$ cat src/icsm_pkg.sv
package icsm_pkg;

  // Register port geometry
  localparam int ADDR_W = 3;
  localparam int DATA_W = 8;
  localparam int NUM_REGS = 6;

  // Register indices on the plain register port
  localparam logic [2:0] IDX_SUPPLY_MON = 3'h0;
  localparam logic [2:0] IDX_EDGE_CFG = 3'h1;
  localparam logic [2:0] IDX_IRQ_CTL0 = 3'h2;
  localparam logic [2:0] IDX_IRQ_CTL1 = 3'h3;
  localparam logic [2:0] IDX_IRQ_CTL2 = 3'h4;
  localparam logic [2:0] IDX_IRQ_CTL3 = 3'h5;

  // Value of every register after reset
  localparam logic [7:0] REG_RESET = 8'h00;

  // Writable bits; anything outside reads as zero, except the supply monitor's low-voltage flag bit
  localparam logic [7:0] WMASK_SUPPLY_MON = 8'h1F;
  localparam logic [7:0] WMASK_EDGE_CFG = 8'h0F;
  localparam logic [7:0] WMASK_IRQ_CTL0 = 8'h7F;
  localparam logic [7:0] WMASK_IRQ_CTL1 = 8'hFF;
  localparam logic [7:0] WMASK_IRQ_CTL2 = 8'hFF;
  localparam logic [7:0] WMASK_IRQ_CTL3 = 8'h77;

  // Supply monitor control fields
  localparam int LVD_FLAG_BIT = 5;
  localparam int DET_EN_BIT = 4;
  localparam int BG_BUF_BIT = 3;
  localparam int THR_LSB = 0;
  localparam int THR_W = 3;

  // Threshold in millivolts for each code of threshold_select
  localparam int THRESHOLD_MV [8] = '{2000, 2200, 2400, 2700, 3000, 3300, 3600, 4000};

  // Edge configuration field
  localparam int EDGE_LSB = 2;

  // Interrupt control 0 fields
  localparam int EXT_FLAG_BIT = 6;
  localparam int EXT_EN_BIT = 3;
  localparam int GIE_BIT = 0;

  // Flag nibble of control registers 1 and 2, enables in the low nibble
  localparam int FLAG_LSB = 4;
  localparam int EN_LSB = 0;

  // Timing at the 50 MHz system clock
  localparam int CLK_PERIOD_NS = 20;
  localparam int SUPPLY_IRQ_DELAY_NS = 100000;
  localparam int SUPPLY_IRQ_CYC = (SUPPLY_IRQ_DELAY_NS + CLK_PERIOD_NS - 1) / CLK_PERIOD_NS;

  // External pin edge selection
  typedef enum logic [1:0] {
    EDGE_OFF = 2'b00,
    EDGE_RISE = 2'b01,
    EDGE_FALL = 2'b10,
    EDGE_BOTH = 2'b11
  } icsm_edge_t;

endpackage

$ cat src/icsm_irq_ctrl.sv
// Implementation choices: the register addresses and the address-and-strobe port.
`timescale 1ns/1ps

module icsm_irq_ctrl #(
  parameter int SUPPLY_IRQ_CYC = icsm_pkg::SUPPLY_IRQ_CYC
) (
  // Clock, reset, enable
  input wire logic mclk,
  input wire logic srst,
  input wire logic clk_en,
  // Register port
  input wire logic [icsm_pkg::ADDR_W-1:0] reg_addr,
  input wire logic [icsm_pkg::DATA_W-1:0] reg_wdata,
  input wire logic reg_wr,
  input wire logic reg_rd,
  output logic [icsm_pkg::DATA_W-1:0] reg_rdata,
  // Asynchronous inputs
  input wire logic ext_irq_pin,
  input wire logic lvd_comp_out,
  // Request pulses from on-chip sources
  input wire logic timer_p_period_evt,
  input wire logic timer_p_match_a_evt,
  input wire logic timer_s_period_evt,
  input wire logic timer_s_match_a_evt,
  input wire logic timebase0_evt,
  input wire logic timebase1_evt,
  input wire logic eeprom_evt,
  input wire logic converter_evt,
  input wire logic serial_if_evt,
  // Core and power state
  input wire logic irq_ack,
  input wire logic sleep_mode,
  input wire logic brownout_reset_en,
  // Outputs to core and analog
  output logic irq_pending,
  output logic wake_req,
  output logic global_irq_enable,
  output logic detector_on,
  output logic bandgap_on,
  output logic [icsm_pkg::THR_W-1:0] threshold_sel,
  output logic low_voltage_flag
);

  localparam int CNT_W = $clog2(SUPPLY_IRQ_CYC + 1);
  localparam logic [CNT_W-1:0] CNT_LAST = CNT_W'(SUPPLY_IRQ_CYC - 1);
  localparam logic [CNT_W-1:0] CNT_FULL = CNT_W'(SUPPLY_IRQ_CYC);

  // Next register value: write under mask, then hardware sets on top
  function automatic logic [7:0] reg_update(
    input logic [7:0] cur,
    input logic [7:0] wdata,
    input logic [7:0] wmask,
    input logic we,
    input logic [7:0] set
  );
    logic [7:0] base;
    base = we ? ((cur & ~wmask) | (wdata & wmask)) : cur;
    reg_update = base | set;
  endfunction

  // Register storage, indexed
  logic [7:0] regs [icsm_pkg::NUM_REGS];
  logic [7:0] next_regs [icsm_pkg::NUM_REGS];

  // Synchroniser stages and filtered levels
  logic ext_s1;
  logic ext_s2;
  logic ext_s3;
  logic ext_q;
  logic ext_prev;
  logic cmp_s1;
  logic cmp_s2;
  logic cmp_s3;
  logic cmp_q;

  // Supply-low delay counter
  logic [CNT_W-1:0] low_cnt;
  logic [CNT_W-1:0] next_low_cnt;

  // Field decode
  wire logic [7:0] mon_reg = regs[icsm_pkg::IDX_SUPPLY_MON];
  wire logic [7:0] edge_reg = regs[icsm_pkg::IDX_EDGE_CFG];
  wire logic [7:0] ctl0 = regs[icsm_pkg::IDX_IRQ_CTL0];
  wire logic [7:0] ctl1 = regs[icsm_pkg::IDX_IRQ_CTL1];
  wire logic [7:0] ctl2 = regs[icsm_pkg::IDX_IRQ_CTL2];
  wire logic [7:0] ctl3 = regs[icsm_pkg::IDX_IRQ_CTL3];
  wire logic det_en = mon_reg[icsm_pkg::DET_EN_BIT];
  wire logic bg_buf_en = mon_reg[icsm_pkg::BG_BUF_BIT];
  wire logic [1:0] edge_sel = edge_reg[icsm_pkg::EDGE_LSB +: 2];
  wire logic gie = ctl0[icsm_pkg::GIE_BIT];

  // Detector power and bandgap request
  wire logic det_active = det_en & ~sleep_mode;
  wire logic next_bandgap = det_en | brownout_reset_en | bg_buf_en;

  // Edge detection on the filtered pin level
  wire logic ext_rise = ext_q & ~ext_prev;
  wire logic ext_fall = ~ext_q & ext_prev;
  logic ext_evt;

  always_comb
  begin
    case (icsm_pkg::icsm_edge_t'(edge_sel))
      icsm_pkg::EDGE_OFF: ext_evt = 1'b0;
      icsm_pkg::EDGE_RISE: ext_evt = ext_rise;
      icsm_pkg::EDGE_FALL: ext_evt = ext_fall;
      icsm_pkg::EDGE_BOTH: ext_evt = ext_rise | ext_fall;
      default: ext_evt = 1'b0;
    endcase
  end

  // Supply-low event fires once when the flag has held for the full delay
  wire logic supply_evt = low_voltage_flag && (low_cnt == CNT_LAST);

  // Counter restarts on every drop, so chatter near threshold never fires early
  always_comb
  begin
    if (!low_voltage_flag)
    begin
      next_low_cnt = '0;
    end
    else if (low_cnt != CNT_FULL)
    begin
      next_low_cnt = low_cnt + CNT_W'(1);
    end
    else
    begin
      next_low_cnt = low_cnt;
    end
  end

  // Hardware set vectors per register
  wire logic [7:0] set_ctl0 = {1'b0, ext_evt, 6'h00};
  wire logic [7:0] set_ctl1 = {eeprom_evt, converter_evt, supply_evt, serial_if_evt,
                               4'h0};
  wire logic [7:0] set_ctl2 = {timer_s_match_a_evt, timer_s_period_evt,
                               timer_p_match_a_evt, timer_p_period_evt, 4'h0};
  wire logic [7:0] set_ctl3 = {2'b00, timebase1_evt, timebase0_evt, 4'h0};

  // Write decode
  wire logic wr_mon = reg_wr && (reg_addr == icsm_pkg::IDX_SUPPLY_MON);
  wire logic wr_edge = reg_wr && (reg_addr == icsm_pkg::IDX_EDGE_CFG);
  wire logic wr_ctl0 = reg_wr && (reg_addr == icsm_pkg::IDX_IRQ_CTL0);
  wire logic wr_ctl1 = reg_wr && (reg_addr == icsm_pkg::IDX_IRQ_CTL1);
  wire logic wr_ctl2 = reg_wr && (reg_addr == icsm_pkg::IDX_IRQ_CTL2);
  wire logic wr_ctl3 = reg_wr && (reg_addr == icsm_pkg::IDX_IRQ_CTL3);

  // Control 0 after write and set; service entry then drops global enable
  wire logic [7:0] ctl0_upd = reg_update(ctl0, reg_wdata, icsm_pkg::WMASK_IRQ_CTL0,
                                         wr_ctl0, set_ctl0);
  wire logic [7:0] gie_clr = irq_ack ? (8'h01 << icsm_pkg::GIE_BIT) : 8'h00;

  // Next values of every register; set terms are ORed last so events win
  always_comb
  begin
    next_regs[icsm_pkg::IDX_SUPPLY_MON] = reg_update(mon_reg, reg_wdata,
      icsm_pkg::WMASK_SUPPLY_MON, wr_mon, 8'h00);
    next_regs[icsm_pkg::IDX_EDGE_CFG] = reg_update(edge_reg, reg_wdata,
      icsm_pkg::WMASK_EDGE_CFG, wr_edge, 8'h00);
    next_regs[icsm_pkg::IDX_IRQ_CTL0] = ctl0_upd & ~gie_clr;
    next_regs[icsm_pkg::IDX_IRQ_CTL1] = reg_update(ctl1, reg_wdata,
      icsm_pkg::WMASK_IRQ_CTL1, wr_ctl1, set_ctl1);
    next_regs[icsm_pkg::IDX_IRQ_CTL2] = reg_update(ctl2, reg_wdata,
      icsm_pkg::WMASK_IRQ_CTL2, wr_ctl2, set_ctl2);
    next_regs[icsm_pkg::IDX_IRQ_CTL3] = reg_update(ctl3, reg_wdata,
      icsm_pkg::WMASK_IRQ_CTL3, wr_ctl3, set_ctl3);
  end

  // Flag and enable pairing for the request output
  wire logic [7:0] flags_all = {ctl0[icsm_pkg::EXT_FLAG_BIT],
                                ctl1[icsm_pkg::FLAG_LSB +: 4],
                                ctl3[icsm_pkg::FLAG_LSB +: 2], 1'b0};
  wire logic [7:0] enables_all = {ctl0[icsm_pkg::EXT_EN_BIT],
                                  ctl1[icsm_pkg::EN_LSB +: 4],
                                  ctl3[icsm_pkg::EN_LSB +: 2], 1'b0};
  wire logic [3:0] tmr_pend = ctl2[icsm_pkg::FLAG_LSB +: 4] & ctl2[icsm_pkg::EN_LSB +: 4];
  wire logic any_enabled = (|(flags_all & enables_all)) | (|tmr_pend);
  wire logic next_irq = gie & any_enabled;
  // Any set flag wakes the core, enabled or not
  wire logic next_wake = (|flags_all) | (|ctl2[icsm_pkg::FLAG_LSB +: 4]);

  // Read mux; unimplemented bits and unmapped indices give zero
  logic [7:0] rd_value;

  always_comb
  begin
    case (reg_addr)
      icsm_pkg::IDX_SUPPLY_MON:
        rd_value = (mon_reg & icsm_pkg::WMASK_SUPPLY_MON)
                 | ({7'h00, low_voltage_flag} << icsm_pkg::LVD_FLAG_BIT);
      icsm_pkg::IDX_EDGE_CFG: rd_value = edge_reg & icsm_pkg::WMASK_EDGE_CFG;
      icsm_pkg::IDX_IRQ_CTL0: rd_value = ctl0 & icsm_pkg::WMASK_IRQ_CTL0;
      icsm_pkg::IDX_IRQ_CTL1: rd_value = ctl1;
      icsm_pkg::IDX_IRQ_CTL2: rd_value = ctl2;
      icsm_pkg::IDX_IRQ_CTL3: rd_value = ctl3 & icsm_pkg::WMASK_IRQ_CTL3;
      default: rd_value = 8'h00;
    endcase
  end

  // Pin synchroniser; third stage filters single-cycle disagreement
  always_ff @(posedge mclk)
  begin
    if (srst)
    begin
      ext_s1 <= 1'b0;
      ext_s2 <= 1'b0;
      ext_s3 <= 1'b0;
      ext_q <= 1'b0;
      ext_prev <= 1'b0;
    end
    else if (clk_en)
    begin
      ext_s1 <= ext_irq_pin;
      ext_s2 <= ext_s1;
      ext_s3 <= ext_s2;
      if (ext_s2 == ext_s3)
      begin
        ext_q <= ext_s3;
      end
      ext_prev <= ext_q;
    end
  end

  // Comparator synchroniser, same scheme as the pin
  always_ff @(posedge mclk)
  begin
    if (srst)
    begin
      cmp_s1 <= 1'b0;
      cmp_s2 <= 1'b0;
      cmp_s3 <= 1'b0;
      cmp_q <= 1'b0;
    end
    else if (clk_en)
    begin
      cmp_s1 <= lvd_comp_out;
      cmp_s2 <= cmp_s1;
      cmp_s3 <= cmp_s2;
      if (cmp_s2 == cmp_s3)
      begin
        cmp_q <= cmp_s3;
      end
    end
  end

  // Low-voltage flag and its hold counter
  always_ff @(posedge mclk)
  begin
    if (srst)
    begin
      low_voltage_flag <= 1'b0;
      low_cnt <= '0;
    end
    else if (clk_en)
    begin
      low_voltage_flag <= det_active & cmp_q;
      low_cnt <= next_low_cnt;
    end
  end

  // Register file
  always_ff @(posedge mclk)
  begin
    if (srst)
    begin
      for (int i = 0; i < icsm_pkg::NUM_REGS; i++)
      begin
        regs[i] <= icsm_pkg::REG_RESET;
      end
    end
    else if (clk_en)
    begin
      for (int i = 0; i < icsm_pkg::NUM_REGS; i++)
      begin
        regs[i] <= next_regs[i];
      end
    end
  end

  // Registered outputs; read data stands one cycle only
  always_ff @(posedge mclk)
  begin
    if (srst)
    begin
      reg_rdata <= 8'h00;
      irq_pending <= 1'b0;
      wake_req <= 1'b0;
      global_irq_enable <= 1'b0;
      detector_on <= 1'b0;
      bandgap_on <= 1'b0;
      threshold_sel <= '0;
    end
    else if (clk_en)
    begin
      reg_rdata <= reg_rd ? rd_value : 8'h00;
      irq_pending <= next_irq;
      wake_req <= next_wake;
      global_irq_enable <= gie;
      detector_on <= det_active;
      bandgap_on <= next_bandgap;
      threshold_sel <= mon_reg[icsm_pkg::THR_LSB +: icsm_pkg::THR_W];
    end
  end

endmodule

$ cat config.mk
export PLATFORM = sky130hd
export DESIGN_NAME = icsm_irq_ctrl
export DESIGN_NICKNAME = d
export VERILOG_FILES = /design/src/icsm_pkg.sv /design/src/icsm_irq_ctrl.sv
export SDC_FILE = /design/constraint.sdc
export NUM_CORES = 1
export LEC_CHECK = 0
export BUFFER_PORTS_ARGS = -buffer_cell sky130_fd_sc_hd__buf_4
export CAP_MARGIN = 20
export CORE_MARGIN = 1.5
export CORE_UTILIZATION = 40
export DETAILED_ROUTE_END_ITERATION = 10
export SLEW_MARGIN = 20
export SYNTH_ARGS = -nofsm -noshare
export SYNTH_HDL_FRONTEND = slang
export SYNTH_SLANG_ARGS = --single-unit
export TNS_END_PERCENT = 30
$ cat constraint.sdc
create_clock -name mclk -period 3.8 [get_ports mclk]
set_input_delay 0.38 -clock mclk [delete_from_list [all_inputs] [get_ports mclk]]
set_output_delay 0.38 -clock mclk [all_outputs]
set_load 0.01 [all_outputs]
Yosys cells after proc, flatten, opt, wreduce, memory -nomap -nowiden
Memories as Yosys holds them, arrays and structs flattened.
Index checks and enable logic that the tools add are counted.
{"block": "word_totals", "register_bits": 39, "ram_bits": 48, "input_bits": 30, "elab_cells": 104, "memories": 1}
{"memory": "regs", "depth": 6, "width": 8, "rd": 6, "rd_ports_with_merged_regs": 0, "wr": 6, "line": "icsm_irq_ctrl.sv:62", "source": "logic [7:0] regs [icsm_pkg::NUM_REGS];"}
{"block": "op_classes", "add_sub_neg": 1, "eq_ne": 13, "n_mux": 23, "n_bitwise": 32, "reduce_logical": 16}
{"cell": "two-way mux 8 bit", "count": 13}
{"cell": "case mux 8 bit (6 select lines)", "count": 1}
{"cell": "two-way mux 13 bit", "count": 2}
{"cell": "OR 8 x 7 -> 8 bit", "count": 3}
{"cell": "AND 8 bit", "count": 2}
{"cell": "OR 8 bit", "count": 2}
{"cell": "adder 13 x 1 -> 13 bit (second input constant)", "count": 1}
{"cell": "== test 13 bit (second input constant)", "count": 1}
{"cell": "!= test 13 bit (second input constant)", "count": 1}
{"cell": "OR 1 bit", "count": 11}
{"cell": "inverter 1 -> 8 bit", "count": 1}
{"cell": "OR 8 x 4 -> 8 bit", "count": 1}
{"cell": "OR 8 x 5 -> 8 bit", "count": 1}
{"cell": "OR 8 x 6 -> 8 bit", "count": 1}
{"cell": "OR reduction 4 bit", "count": 2}
{"cell": "OR reduction 8 bit", "count": 1}
{"cell": "logical AND 1 bit", "count": 7}
{"cell": "OR reduction 7 bit", "count": 1}
{"cell": "== test 3 x 2 -> 1 bit (second input constant)", "count": 2}
{"cell": "== test 3 bit (second input constant)", "count": 2}
{"cell": "two-way mux 1 bit", "count": 6}
{"cell": "OR 5 x 6 -> 6 bit", "count": 1}
{"cell": "AND reduction 2 bit", "count": 3}
{"cell": "AND 1 bit", "count": 5}
{"cell": "other kinds (10)", "count": 14}

Logic depth before layout (Yosys ltp)
Gate-level depths: netlist of the first run.
{"block": "logic_depth", "depth_word": 7, "depth_mapped": 6}

Worst setup path before layout of the first run
OpenSTA, ideal clock, no wires.
{"block": "synth_timing", "path_kind": "input port to flip-flop", "startpoint": "input reg_addr[2] (netlist bit)", "endpoint": "memory regs[4][0] (enable)", "t_arrival_ns": 1.498, "t_required_ns": 3.439, "slack_ns": 1.941, "cell_stages": 4, "n_path_buf": 2, "path_cell_list": "clkbuf_1 -> buf_2 -> nand3_1 -> o21ai_0"}
{"item": "from (decl)", "line": "icsm_irq_ctrl.sv:12", "source": "input wire logic [icsm_pkg::ADDR_W-1:0] reg_addr,"}
{"item": "to (decl)", "line": "icsm_irq_ctrl.sv:62"}

==> run_summary.xml, run 1 <==
<?xml version="1.0" encoding="UTF-8"?>
<metrics>
  <group name="run_status">
    <metric name="status" unit="">complete, no violations</metric>
  </group>
  <group name="cts">
    <metric name="cts_repair_resize_count" unit="">0</metric>
    <metric name="cts_sinks" unit="">77</metric>
    <metric name="path_clk_slew" unit="ps">80</metric>
    <metric name="insertion_delay" unit="ps">340</metric>
    <metric name="clock_root_buffer_master" unit="">clkbuf_8</metric>
    <metric name="cts-hold-fix-buffers" unit="">0</metric>
    <metric name="post_cts.repair.setup_buffers" unit="">0</metric>
    <metric name="tritoncts.num_buffers" unit="">9</metric>
    <metric name="cts_htree_levels" unit="">3</metric>
    <metric name="clk_path_buf_depth" unit="">2</metric>
    <metric name="tritoncts_clock_tree" unit="">built</metric>
  </group>
  <group name="sta">
    <metric name="finalHoldViolCount" unit="">0</metric>
    <metric name="fin_ws" unit="ps">2040</metric>
    <metric name="timing.final.crit_share" unit="%">46.3</metric>
    <metric name="rsz0062_at_grt" unit="">no</metric>
    <metric name="final_max_slew_viol_count" unit="">0</metric>
    <metric name="final.min_clock_period" unit="ps">1760</metric>
    <metric name="max_clock_freq" unit="MHz">568</metric>
    <metric name="setup_viol" unit="">0</metric>
    <metric name="final.setup.tns" unit="ps">0</metric>
    <metric name="worstMarginPinSlew" unit="ps">708</metric>
    <metric name="timing.max_slew.rel_slack" unit="%">52.6</metric>
    <metric name="fin_worst_skew" unit="ps">6.87</metric>
  </group>
  <group name="global_routing">
    <metric name="grt_pass1_vias" unit="">2555</metric>
    <metric name="grt_start_max_net_pins" unit="">30</metric>
    <metric name="groute.usage.overall" unit="%">18.0</metric>
    <metric name="antenna_found_initial" unit="">0</metric>
    <metric name="grt_remaining_overflow" unit="">0</metric>
    <metric name="first_pass_grt_wire_length" unit="µm">13300</metric>
  </group>
  <group name="placement">
    <metric name="place.gp.congestion" unit="">0.915</metric>
    <metric name="pre_cts_ws" unit="ps">1710</metric>
    <metric name="dp.cells" unit="">484</metric>
    <metric name="placement.io_buffers" unit="">46</metric>
    <metric name="dpl-instance-area" unit="µm²">4030</metric>
    <metric name="detailed_place_hpwl" unit="µm">6130</metric>
  </group>
  <group name="die">
    <metric name="die_x" unit="µm">97.9</metric>
    <metric name="number_of_placed_i_o_pins" unit="">47</metric>
    <metric name="start_util" unit="%">41.3</metric>
    <metric name="dieArea" unit="µm²">9590</metric>
    <metric name="die_h" unit="µm">97.9</metric>
    <metric name="core_area" unit="µm²">8720</metric>
    <metric name="row_count" unit="">34</metric>
  </group>
  <group name="critical_path">
    <metric name="timing.setup.critical_path_class" unit="">in -&gt; reg</metric>
    <metric name="worstPathRequired" unit="ps">3850</metric>
    <metric name="worstSetupEndpointType" unit="">flip-flop</metric>
    <metric name="crit_path_max_fanout" unit="">29</metric>
    <metric name="crit_path_start_kind" unit="">input pin</metric>
    <metric name="cp.arrival" unit="ps">1810</metric>
  </group>
  <group name="route">
    <metric name="antenna_violating_nets_post_route" unit="">0</metric>
    <metric name="vias_per_cell" unit="">5.42</metric>
    <metric name="route.final.wire_length" unit="µm">8310</metric>
    <metric name="remaining_drc_errors" unit="">0</metric>
    <metric name="route.vias.total" unit="">2712</metric>
    <metric name="route.detailed.wl_per_inst" unit="µm">16.6</metric>
    <metric name="dr.first_iter.drc_count" unit="">199</metric>
    <metric name="drt_first_pass_iters" unit="">4</metric>
  </group>
  <group name="final_layout">
    <metric name="final_common_cell" unit="">buf_4</metric>
    <metric name="final_core_utilization" unit="%">48.5</metric>
    <metric name="final_layout_size_suffix_gt1_share" unit="%">18.1</metric>
    <metric name="final_cell_mix" unit="">47 x buf_4, 39 x dfxtp_1, 38 x edfxtp_1</metric>
    <metric name="final_net_count" unit="">421</metric>
    <metric name="final_cell_count_no_fill" unit="">500</metric>
    <metric name="antennaDiodeCount" unit="">0</metric>
    <metric name="final_cell_area" unit="µm²">4230</metric>
    <metric name="final-seq-area" unit="µm²">1920</metric>
    <metric name="nFillCells" unit="">811</metric>
    <metric name="area_growth" unit="%">17.4</metric>
    <metric name="multi_input_comb_area" unit="µm²">1540</metric>
  </group>
  <group name="synthesis">
    <metric name="ys_async_sr_fraction" unit="%">0</metric>
    <metric name="syn_inst" unit="">344</metric>
    <metric name="synth_top_flop_cell" unit="">dfxtp_1</metric>
    <metric name="synthDistinctLibCells" unit="">46</metric>
    <metric name="synth.cell_area" unit="µm²">3600</metric>
    <metric name="yosysWarningCount" unit="">0</metric>
    <metric name="synth.yosys.seq_area_share" unit="%">53.3</metric>
    <metric name="synthesis.nets" unit="">378</metric>
    <metric name="synth-edff-count" unit="">38</metric>
    <metric name="syn-mean-instance-area" unit="µm²">10.5</metric>
    <metric name="synth_seq_cells" unit="">77</metric>
  </group>
  <group name="min_path">
    <metric name="holdCritPathClass" unit="">in -&gt; reg</metric>
  </group>
  <group name="pwr">
    <metric name="power.leakage" unit="nW">1.71</metric>
    <metric name="largest_voltage_drop_on_the_vdd_net" unit="V">0.000151</metric>
    <metric name="cellPowerDensity" unit="nW/µm²">406</metric>
  </group>
  <group name="flow_run">
    <metric name="cap_viol_max_count" unit="">0</metric>
  </group>
</metrics>
[power breakdown]
group	internal (W)	switching (W)	total (W)
sequential	0.000912	0.0000339	0.000946
combinational	0.0000741	0.0000865	0.000161
clock	0.000321	0.000290	0.000611
[path summary, 6_finish.rpt]
| path | from | end | slack, ps | cells after the start |
|---|---|---|---|---|
| min | lvd_comp_out | cmp_s1 | 280 | 3 |
| min reg2reg | reg_rdata[7] | reg_rdata[7] | 460 | 2 |
| max | clk_en | regs[2][3] | 2040 | 4 |
| max reg2reg | low_cnt[10] | regs[3][5] | 2050 | 3 |
[cells in the mapped netlist (3+ instances only)]
cell type  instances  area (µm²)
nor3_1             7        35.0
o21ai_0           12        60.1
and2_1            22         138
ha_1               4        50.1
nor4_1             7        43.8
a22o_1             3        26.3
clkbuf_1           9        33.8
and3_1             3        18.8
mux2i_1           30         300
a21oi_1           19        95.1
edfxtp_1          38        1140
nand4_1            5        31.3
a221o_1            4        40.0
dfxtp_1           39         781
inv_1             21        78.8
xor2_1             3        26.3
mux2_2             3        33.8
nand2_1           24        90.1
a221oi_1           5        43.8
nand3_1           11        55.1
buf_2              4        20.0
xnor2_1            7        61.3
nor2b_1            4        25.0
nor2_1            33         124
[metrics by stage]
stage | power, W | hold slack (ps)
after global placement | 0.00112 | 443
after detailed placement | 0.00112 | 447
after global routing | 0.00179 | 261
final | 0.00172 | 275
after floorplan | 0.00105 | 436
after CTS | 0.00173 | 259
[registers in the layout, summed over array words and instances (netlist names), 3 cells and up]
name and count:
reg_rdata 8, low_cnt 13, regs 38, threshold_sel 3
[area by class of cell]
type	instances	area share (%)
sequential	77	45.4
multi-input combinational	230	36.4
timing repair buffer	47	8.34
clock buffer	14	4.41
tap	108	3.19
inverter	22	1.95
clock inverter	2	0.325
[logic make-up (layout without fill, tap and decap cells)]
group | count (synthesis) | after routing | synth area share, %
buf+inv | 37 | 85 | 3.99
mux | 35 | 35 | 10.5
flops | 77 | 77 | 53.3
compound gates | 55 | 55 | 10.7
fa+ha+maj | 4 | 4 | 1.39
xor+xnor | 10 | 10 | 2.43
simple gates | 126 | 126 | 17.6
[critical path: stages]
cell     delay, ps
buf_4          330
nor2b_1        580
and3_1         320
or2_2          190
[routing by layer]
metal  part of all wire [%]  routed length [µm]  GRT usage (%)
met5                      0                   0              0
met4                    2.0                 163           8.13
met3                    6.8                 563           3.72
met2                     45                3730           26.7
met1                     46                3860           25.3
Note: power is estimated with default switching activity, not from simulation.
==> run 2, diff against run 1 <==
==> constraint.sdc (replaced) <==
create_clock -name mclk -period 1.8 [get_ports mclk]
set_input_delay 0.18 -clock mclk [delete_from_list [all_inputs] [get_ports mclk]]
set_output_delay 0.18 -clock mclk [all_outputs]
set_load 0.01 [all_outputs]
==> run 2 against run 1 <==
  * Clock skew is 2.7 ps higher
  * First-iteration DRC count fell by 36%
  * Worst setup slack worse by 1900 ps
  * Critical path type is now reg -> reg
  * Largest cell class unchanged
==> run_summary.xml, run 2 (synthesis gave the netlist of run 1 again) <==
<?xml version="1.0" encoding="UTF-8"?>
<metrics>
  <group name="global_routing">
    <metric name="groute.usage.overall" unit="%">19.0</metric>
    <metric name="grt_remaining_overflow" unit="">0</metric>
    <metric name="grt_start_max_net_pins" unit="">19</metric>
    <metric name="grt_pass1_vias" unit="">2678</metric>
    <metric name="antenna_found_initial" unit="">0</metric>
    <metric name="first_pass_grt_wire_length" unit="µm">14000</metric>
  </group>
  <group name="route">
    <metric name="topRoutingLayerUsed" unit="">met4</metric>
    <metric name="route.layer.met1.wl" unit="µm">4060</metric>
    <metric name="route.detailed.wl_per_inst" unit="µm">17.1</metric>
    <metric name="drt_first_pass_iters" unit="">4</metric>
    <metric name="antenna_violating_nets_post_route" unit="">0</metric>
    <metric name="remaining_drc_errors" unit="">0</metric>
    <metric name="vias_per_cell" unit="">5.27</metric>
    <metric name="dr.first_iter.drc_count" unit="">127</metric>
    <metric name="route.final.wire_length" unit="µm">8730</metric>
    <metric name="dr_wl_met2" unit="µm">4110</metric>
    <metric name="route.met3.wl" unit="µm">449</metric>
    <metric name="route.vias.total" unit="">2699</metric>
  </group>
  <group name="sta">
    <metric name="setup_viol" unit="">0</metric>
    <metric name="finalHoldViolCount" unit="">0</metric>
    <metric name="fin_worst_skew" unit="ps">9.59</metric>
    <metric name="timing.max_slew.rel_slack" unit="%">68.8</metric>
    <metric name="worstMarginPinSlew" unit="ps">467</metric>
    <metric name="rsz0062_at_grt" unit="">no</metric>
    <metric name="final_max_slew_viol_count" unit="">0</metric>
    <metric name="timing.final.crit_share" unit="%">93.0</metric>
    <metric name="final.min_clock_period" unit="ps">1670</metric>
    <metric name="max_clock_freq" unit="MHz">597</metric>
    <metric name="final.setup.tns" unit="ps">0</metric>
  </group>
  <group name="die">
    <metric name="row_count" unit="">34</metric>
    <metric name="die_x" unit="µm">97.9</metric>
    <metric name="core_area" unit="µm²">8720</metric>
    <metric name="die_h" unit="µm">97.9</metric>
    <metric name="dieArea" unit="µm²">9590</metric>
    <metric name="number_of_placed_i_o_pins" unit="">47</metric>
    <metric name="start_util" unit="%">41.3</metric>
  </group>
  <group name="final_layout">
    <metric name="largest_register_ff_count" unit="">38</metric>
    <metric name="area_growth" unit="%">19.5</metric>
    <metric name="final_cell_mix" unit="">59 x buf_4, 39 x dfxtp_1, 38 x edfxtp_1</metric>
    <metric name="final_layout_size_suffix_gt1_share" unit="%">20.5</metric>
    <metric name="biggestRegsByFlops" unit="">regs (38), low_cnt (13), reg_rdata (8)</metric>
    <metric name="multi_input_comb_area" unit="µm²">1540</metric>
    <metric name="final_common_cell" unit="">buf_4</metric>
    <metric name="final_cell_count_no_fill" unit="">512</metric>
    <metric name="final_net_count" unit="">433</metric>
    <metric name="nFillCells" unit="">803</metric>
    <metric name="final-seq-area" unit="µm²">1920</metric>
    <metric name="antennaDiodeCount" unit="">0</metric>
    <metric name="regMostFlops" unit="">regs</metric>
  </group>
  <group name="cts">
    <metric name="tritoncts_clock_tree" unit="">built</metric>
    <metric name="cts_htree_levels" unit="">3</metric>
    <metric name="clock_root_buffer_master" unit="">clkbuf_8</metric>
    <metric name="post_cts.repair.setup_buffers" unit="">0</metric>
    <metric name="clk_path_buf_depth" unit="">2</metric>
    <metric name="cts_sinks" unit="">77</metric>
    <metric name="insertion_delay" unit="ps">350</metric>
    <metric name="path_clk_slew" unit="ps">90</metric>
    <metric name="cts-hold-fix-buffers" unit="">0</metric>
    <metric name="cts_repair_resize_count" unit="">0</metric>
    <metric name="tritoncts.num_buffers" unit="">9</metric>
  </group>
  <group name="critical_path">
    <metric name="timing.setup.critical_path_class" unit="">reg -&gt; reg</metric>
    <metric name="crit_path_start_kind" unit="">flip-flop</metric>
    <metric name="worstReg2RegStart" unit="">low_cnt[10]</metric>
    <metric name="reg2reg_slack" unit="ps">130</metric>
    <metric name="worstPathRequired" unit="ps">2000</metric>
    <metric name="reg2regPathDepth" unit="">3</metric>
    <metric name="cp.arrival" unit="ps">1880</metric>
    <metric name="crit_path_max_fanout" unit="">4</metric>
    <metric name="rr_endpoint" unit="">regs[3][5]</metric>
    <metric name="worstSetupEndpointType" unit="">flip-flop</metric>
  </group>
  <group name="placement">
    <metric name="placement.io_buffers" unit="">46</metric>
    <metric name="dp.cells" unit="">496</metric>
    <metric name="detailed_place_hpwl" unit="µm">6590</metric>
    <metric name="place.gp.congestion" unit="">0.875</metric>
  </group>
  <group name="min_path">
    <metric name="holdCritPathClass" unit="">in -&gt; reg</metric>
    <metric name="origin_of_the_worst_min_delay_path" unit="">ext_irq_pin</metric>
    <metric name="hold-path-cell-count" unit="">3</metric>
    <metric name="holdPathEnd" unit="">ext_s1</metric>
  </group>
  <group name="pwr">
    <metric name="cellPowerDensity" unit="nW/µm²">835</metric>
    <metric name="power.leakage" unit="nW">1.76</metric>
    <metric name="largest_voltage_drop_on_the_vdd_net" unit="V">0.000325</metric>
  </group>
  <group name="flow_run">
    <metric name="cap_viol_max_count" unit="">0</metric>
  </group>
  <group name="run_status">
    <metric name="status" unit="">complete, no violations</metric>
  </group>
</metrics>
[run 2: report_power, final]
group	internal, W	switching (W)
Sequential	0.00192	0.0000715
Clock	0.000591	0.000649
Combinational	0.000171	0.000190
Total	0.00269	0.000910
[run 2: how the worst max path moves through the flow]
stage,from,end,slack (ps)
final,low_cnt[10],regs[3][5],130
after floorplan,reg_addr[2],regs[4][0],140
after global routing,low_cnt[10],low_cnt[1],80
after CTS,low_cnt[10],regs[3][5],130
after global placement,low_cnt[10],regs[3][5],160
after detailed placement,low_cnt[10],low_cnt[1],150
[run 2: layout make-up]
| type | count | area share [%] |
|---|---|---|
| Tap cell | 108 | 3.14 |
| Multi-Input combinational cell | 230 | 35.7 |
| Inverter | 22 | 1.92 |
| Timing Repair Buffer | 59 | 10.3 |
| Sequential cell | 77 | 44.6 |
| Clock buffer | 12 | 3.63 |
| Clock inverter | 4 | 0.697 |
[run 2: layer usage]
| metal | up-vias | global-route usage, % |
|---|---|---|
| li1 | 1349 | - |
| met1 | 1272 | 26.2 |
| met2 | 68 | 30.1 |
| met3 | 10 | 3.51 |
| met4 | 0 | 6.48 |
| met5 | - | 0 |
[run 2: through the flow]
| step | total power (W) | setup WS (ps) | cell area [µm²] | util, % | hold WS, ps |
|---|---|---|---|---|---|
| final | 0.00360 | 126 | 4310 | 49.4 | 56.7 |
| after detailed placement | 0.00240 | 153 | 4120 | 47.2 | 432 |
| after floorplan | 0.00221 | 141 | 3600 | - | 327 |
| after CTS | 0.00363 | 128 | 4310 | 49.4 | 45.7 |
| after global placement | 0.00239 | 162 | 4120 | 47.2 | 419 |
| after global routing | 0.00375 | 76.7 | 4310 | 49.4 | 85.9 |
[run 2: worst max-delay path, cell delays in order, from the launching register on]
cell and delay (ps):
dfxtp_1 350, or4_4 570, or4_1 470, a21oi_1 130
==> run 3, diff against run 2 <==
--- a/config.mk
+++ b/config.mk
@@ -10,6 +10,7 @@
 export CORE_MARGIN = 1.5
 export CORE_UTILIZATION = 40
 export DETAILED_ROUTE_END_ITERATION = 10
+export PLACE_DENSITY_LB_ADDON = 0.25
 export SLEW_MARGIN = 20
 export SYNTH_ARGS = -nofsm -noshare
 export SYNTH_HDL_FRONTEND = slang
==> constraint.sdc (replaced) <==
create_clock -name mclk -period 1.34 [get_ports mclk]
set_input_delay 0.134 -clock mclk [delete_from_list [all_inputs] [get_ports mclk]]
set_output_delay 0.134 -clock mclk [all_outputs]
set_load 0.01 [all_outputs]
==> run 3 against run 2 <==
  * The run now ends with negative setup slack left
  * Cell count grew 8.4%
  * Critical endpoint unchanged
  * Register-to-register slack got worse by 420 ps
  * Via count rose by 11%
  * Combinational power increased by 66%
  * Largest cell class unchanged
  * Highest routed layer unchanged
  * Clock power is 33% higher
==> run_summary.xml, run 3 (synthesis gave the netlist of run 1 again) <==
<?xml version="1.0" encoding="UTF-8"?>
<metrics>
  <group name="run_status">
    <metric name="status" unit="">finished with violations</metric>
    <metric name="failed_checks" unit="">negative setup slack</metric>
  </group>
  <group name="route">
    <metric name="remaining_drc_errors" unit="">0</metric>
    <metric name="dr.first_iter.drc_count" unit="">221</metric>
    <metric name="drt_first_pass_iters" unit="">7</metric>
    <metric name="route.vias.total" unit="">2985</metric>
    <metric name="vias_per_cell" unit="">5.38</metric>
    <metric name="route.final.wire_length" unit="µm">9660</metric>
    <metric name="antenna_violating_nets_post_route" unit="">0</metric>
    <metric name="route.detailed.wl_per_inst" unit="µm">17.4</metric>
  </group>
  <group name="sta">
    <metric name="max_clock_freq" unit="MHz">611</metric>
    <metric name="rsz0062_at_grt" unit="">yes</metric>
    <metric name="final_max_slew_viol_count" unit="">0</metric>
    <metric name="fin_worst_skew" unit="ps">11.6</metric>
    <metric name="finalHoldViolCount" unit="">0</metric>
    <metric name="fin_worst_hold_slack" unit="ps">21.0</metric>
    <metric name="worstMarginPinSlew" unit="ps">531</metric>
    <metric name="setup_viol" unit="">8</metric>
    <metric name="timing.max_slew.rel_slack" unit="%">64.6</metric>
    <metric name="timing.final.crit_share" unit="%">122</metric>
    <metric name="final.min_clock_period" unit="ps">1640</metric>
    <metric name="fin_ws" unit="ps">-297</metric>
  </group>
  <group name="min_path">
    <metric name="hold-path-cell-count" unit="">3</metric>
    <metric name="holdCritPathClass" unit="">in -&gt; reg</metric>
    <metric name="origin_of_the_worst_min_delay_path" unit="">ext_irq_pin</metric>
    <metric name="holdPathEnd" unit="">ext_s1</metric>
  </group>
  <group name="critical_path">
    <metric name="reg2regPathDepth" unit="">4</metric>
    <metric name="crit_path_max_fanout" unit="">4</metric>
    <metric name="worstReg2RegStart" unit="">low_cnt[1]</metric>
    <metric name="critical-path-max-stage-delay" unit="ps">550</metric>
    <metric name="critical_path.cell_chain" unit="">ha_1 &gt; nand4_1 &gt; or4_4 &gt; a21oi_2</metric>
    <metric name="rr_endpoint" unit="">regs[3][5]</metric>
    <metric name="timing.setup.critical_path_class" unit="">reg -&gt; reg</metric>
    <metric name="worstSetupEndpointType" unit="">flip-flop</metric>
    <metric name="reg2reg_slack" unit="ps">-300</metric>
    <metric name="timing.critical_path.slowest_stage_cell" unit="">or4_4</metric>
    <metric name="worst_path_dominant_cell_family" unit="">simple AND/OR/NAND/NOR gates</metric>
    <metric name="cp.arrival" unit="ps">1840</metric>
    <metric name="worstPathRequired" unit="ps">1540</metric>
    <metric name="cp_num_buf_inv" unit="">0</metric>
    <metric name="crit_path_start_kind" unit="">flip-flop</metric>
  </group>
  <group name="global_routing">
    <metric name="first_pass_grt_wire_length" unit="µm">15200</metric>
    <metric name="grt-busiest-layer" unit="">met2</metric>
    <metric name="grt_remaining_overflow" unit="">0</metric>
    <metric name="global_route_track_usage_on_met2" unit="%">32.0</metric>
    <metric name="antenna_found_initial" unit="">0</metric>
    <metric name="groute.usage.overall" unit="%">20.7</metric>
    <metric name="met1_usage" unit="%">28.1</metric>
    <metric name="grt_start_max_net_pins" unit="">18</metric>
    <metric name="use_met3" unit="%">4.94</metric>
    <metric name="grt_pass1_vias" unit="">2954</metric>
  </group>
  <group name="cts">
    <metric name="cts_sinks" unit="">77</metric>
    <metric name="clock_root_buffer_master" unit="">clkbuf_8</metric>
    <metric name="tritoncts.num_buffers" unit="">9</metric>
    <metric name="insertion_delay" unit="ps">350</metric>
    <metric name="clk_path_buf_depth" unit="">2</metric>
    <metric name="cts-hold-fix-buffers" unit="">0</metric>
    <metric name="path_clk_slew" unit="ps">80</metric>
    <metric name="cts_htree_levels" unit="">3</metric>
    <metric name="tritoncts_clock_tree" unit="">built</metric>
  </group>
  <group name="placement">
    <metric name="pre_cts_ws" unit="ps">-226</metric>
    <metric name="dp.cells" unit="">538</metric>
    <metric name="placement.io_buffers" unit="">46</metric>
    <metric name="detailed_place_hpwl" unit="µm">7120</metric>
    <metric name="place.gp.congestion" unit="">0.941</metric>
  </group>
  <group name="final_layout">
    <metric name="final_layout_size_suffix_gt1_share" unit="%">33.8</metric>
    <metric name="biggestRegsByFlops" unit="">regs (38), low_cnt (13), reg_rdata (8)</metric>
    <metric name="final_common_cell" unit="">buf_4</metric>
    <metric name="largest_register_ff_count" unit="">38</metric>
    <metric name="final_net_count" unit="">476</metric>
    <metric name="final_cell_count_no_fill" unit="">555</metric>
    <metric name="final_cell_mix" unit="">101 x buf_4, 38 x edfxtp_1, 33 x nor2_1, 33 x dfxtp_1, 30 x mux2i_1</metric>
    <metric name="regMostFlops" unit="">regs</metric>
    <metric name="area_growth" unit="%">31.8</metric>
    <metric name="antennaDiodeCount" unit="">0</metric>
  </group>
  <group name="pwr">
    <metric name="power.total" unit="W">0.00492</metric>
    <metric name="cellPowerDensity" unit="nW/µm²">1040</metric>
    <metric name="power.leakage" unit="nW">2.05</metric>
    <metric name="largest_voltage_drop_on_the_vdd_net" unit="V">0.000489</metric>
  </group>
  <group name="die">
    <metric name="row_count" unit="">34</metric>
    <metric name="die_h" unit="µm">97.9</metric>
    <metric name="core_area" unit="µm²">8720</metric>
    <metric name="number_of_placed_i_o_pins" unit="">47</metric>
    <metric name="start_util" unit="%">41.3</metric>
    <metric name="die_x" unit="µm">97.9</metric>
    <metric name="dieArea" unit="µm²">9590</metric>
  </group>
  <group name="flow_run">
    <metric name="cap_viol_max_count" unit="">0</metric>
  </group>
</metrics>
## run 3: changes by cell type in the layout (fill, tap and decap cells not counted), moves of 4 or more
cell and delta:
o21ai_0 -4, buf_4 +42, dfxtp_2 +6, dfxtp_1 -6
## run 3: routing by layer
layer	vias to the layer above	routed length, µm
met5	-	0
met4	0	148
met3	14	682
met2	109	4500
met1	1429	4330
li1	1433	-
## run 3: stage by stage
step	instance area, µm²	setup TNS [ps]	util [%]
after floorplan	3620	-1390	-
after detailed placement	4450	-1260	51.1
after global routing	4750	-1420	54.4
after CTS	4660	-1030	53.5
after global placement	4450	-826	51.1
final	4750	-910	54.4
## run 3: final cells by class
cell class                 count  area [µm²]
sequential                    77        1930
clock inverter                 3        20.0
multi-input combinational    230        1650
timing repair buffer         102         769
tap                          108         135
clock buffer                  13         160
fill                         753        3970
inverter                      22        82.6
## run 3: timing repair
| item | 4_1_cts | 5_1_grt |
|---|---|---|
| gates cloned | 0 | 0 |
| resized for setup | 8 | 17 |
| setup buffers | 0 | 1 |
| setup endpoints to repair | 13 | 18 |
| pin swaps | 7 | 7 |
## run 3: power by group
part           switching (W)  total (W)  internal (W)
combinational       0.000304   0.000600      0.000296
clock               0.000864    0.00165      0.000785
sequential         0.0000836    0.00267       0.00258
## run 3: worst reg2reg max path: stages (launching register included)
cell and delay, ps:
dfxtp_1 370, ha_1 190, nand4_1 230, or4_4 550, a21oi_2 160
## run 3: how the worst max path moves through the flow
stage,from,to,depth (start not counted)
floorplan,low_cnt[5],regs[3][5],3
global placement,low_cnt[5],regs[3][5],3
detailed placement,low_cnt[5],regs[3][5],3
CTS,low_cnt[10],regs[3][5],3
global route,low_cnt[1],regs[3][5],4
finish,low_cnt[1],regs[3][5],4
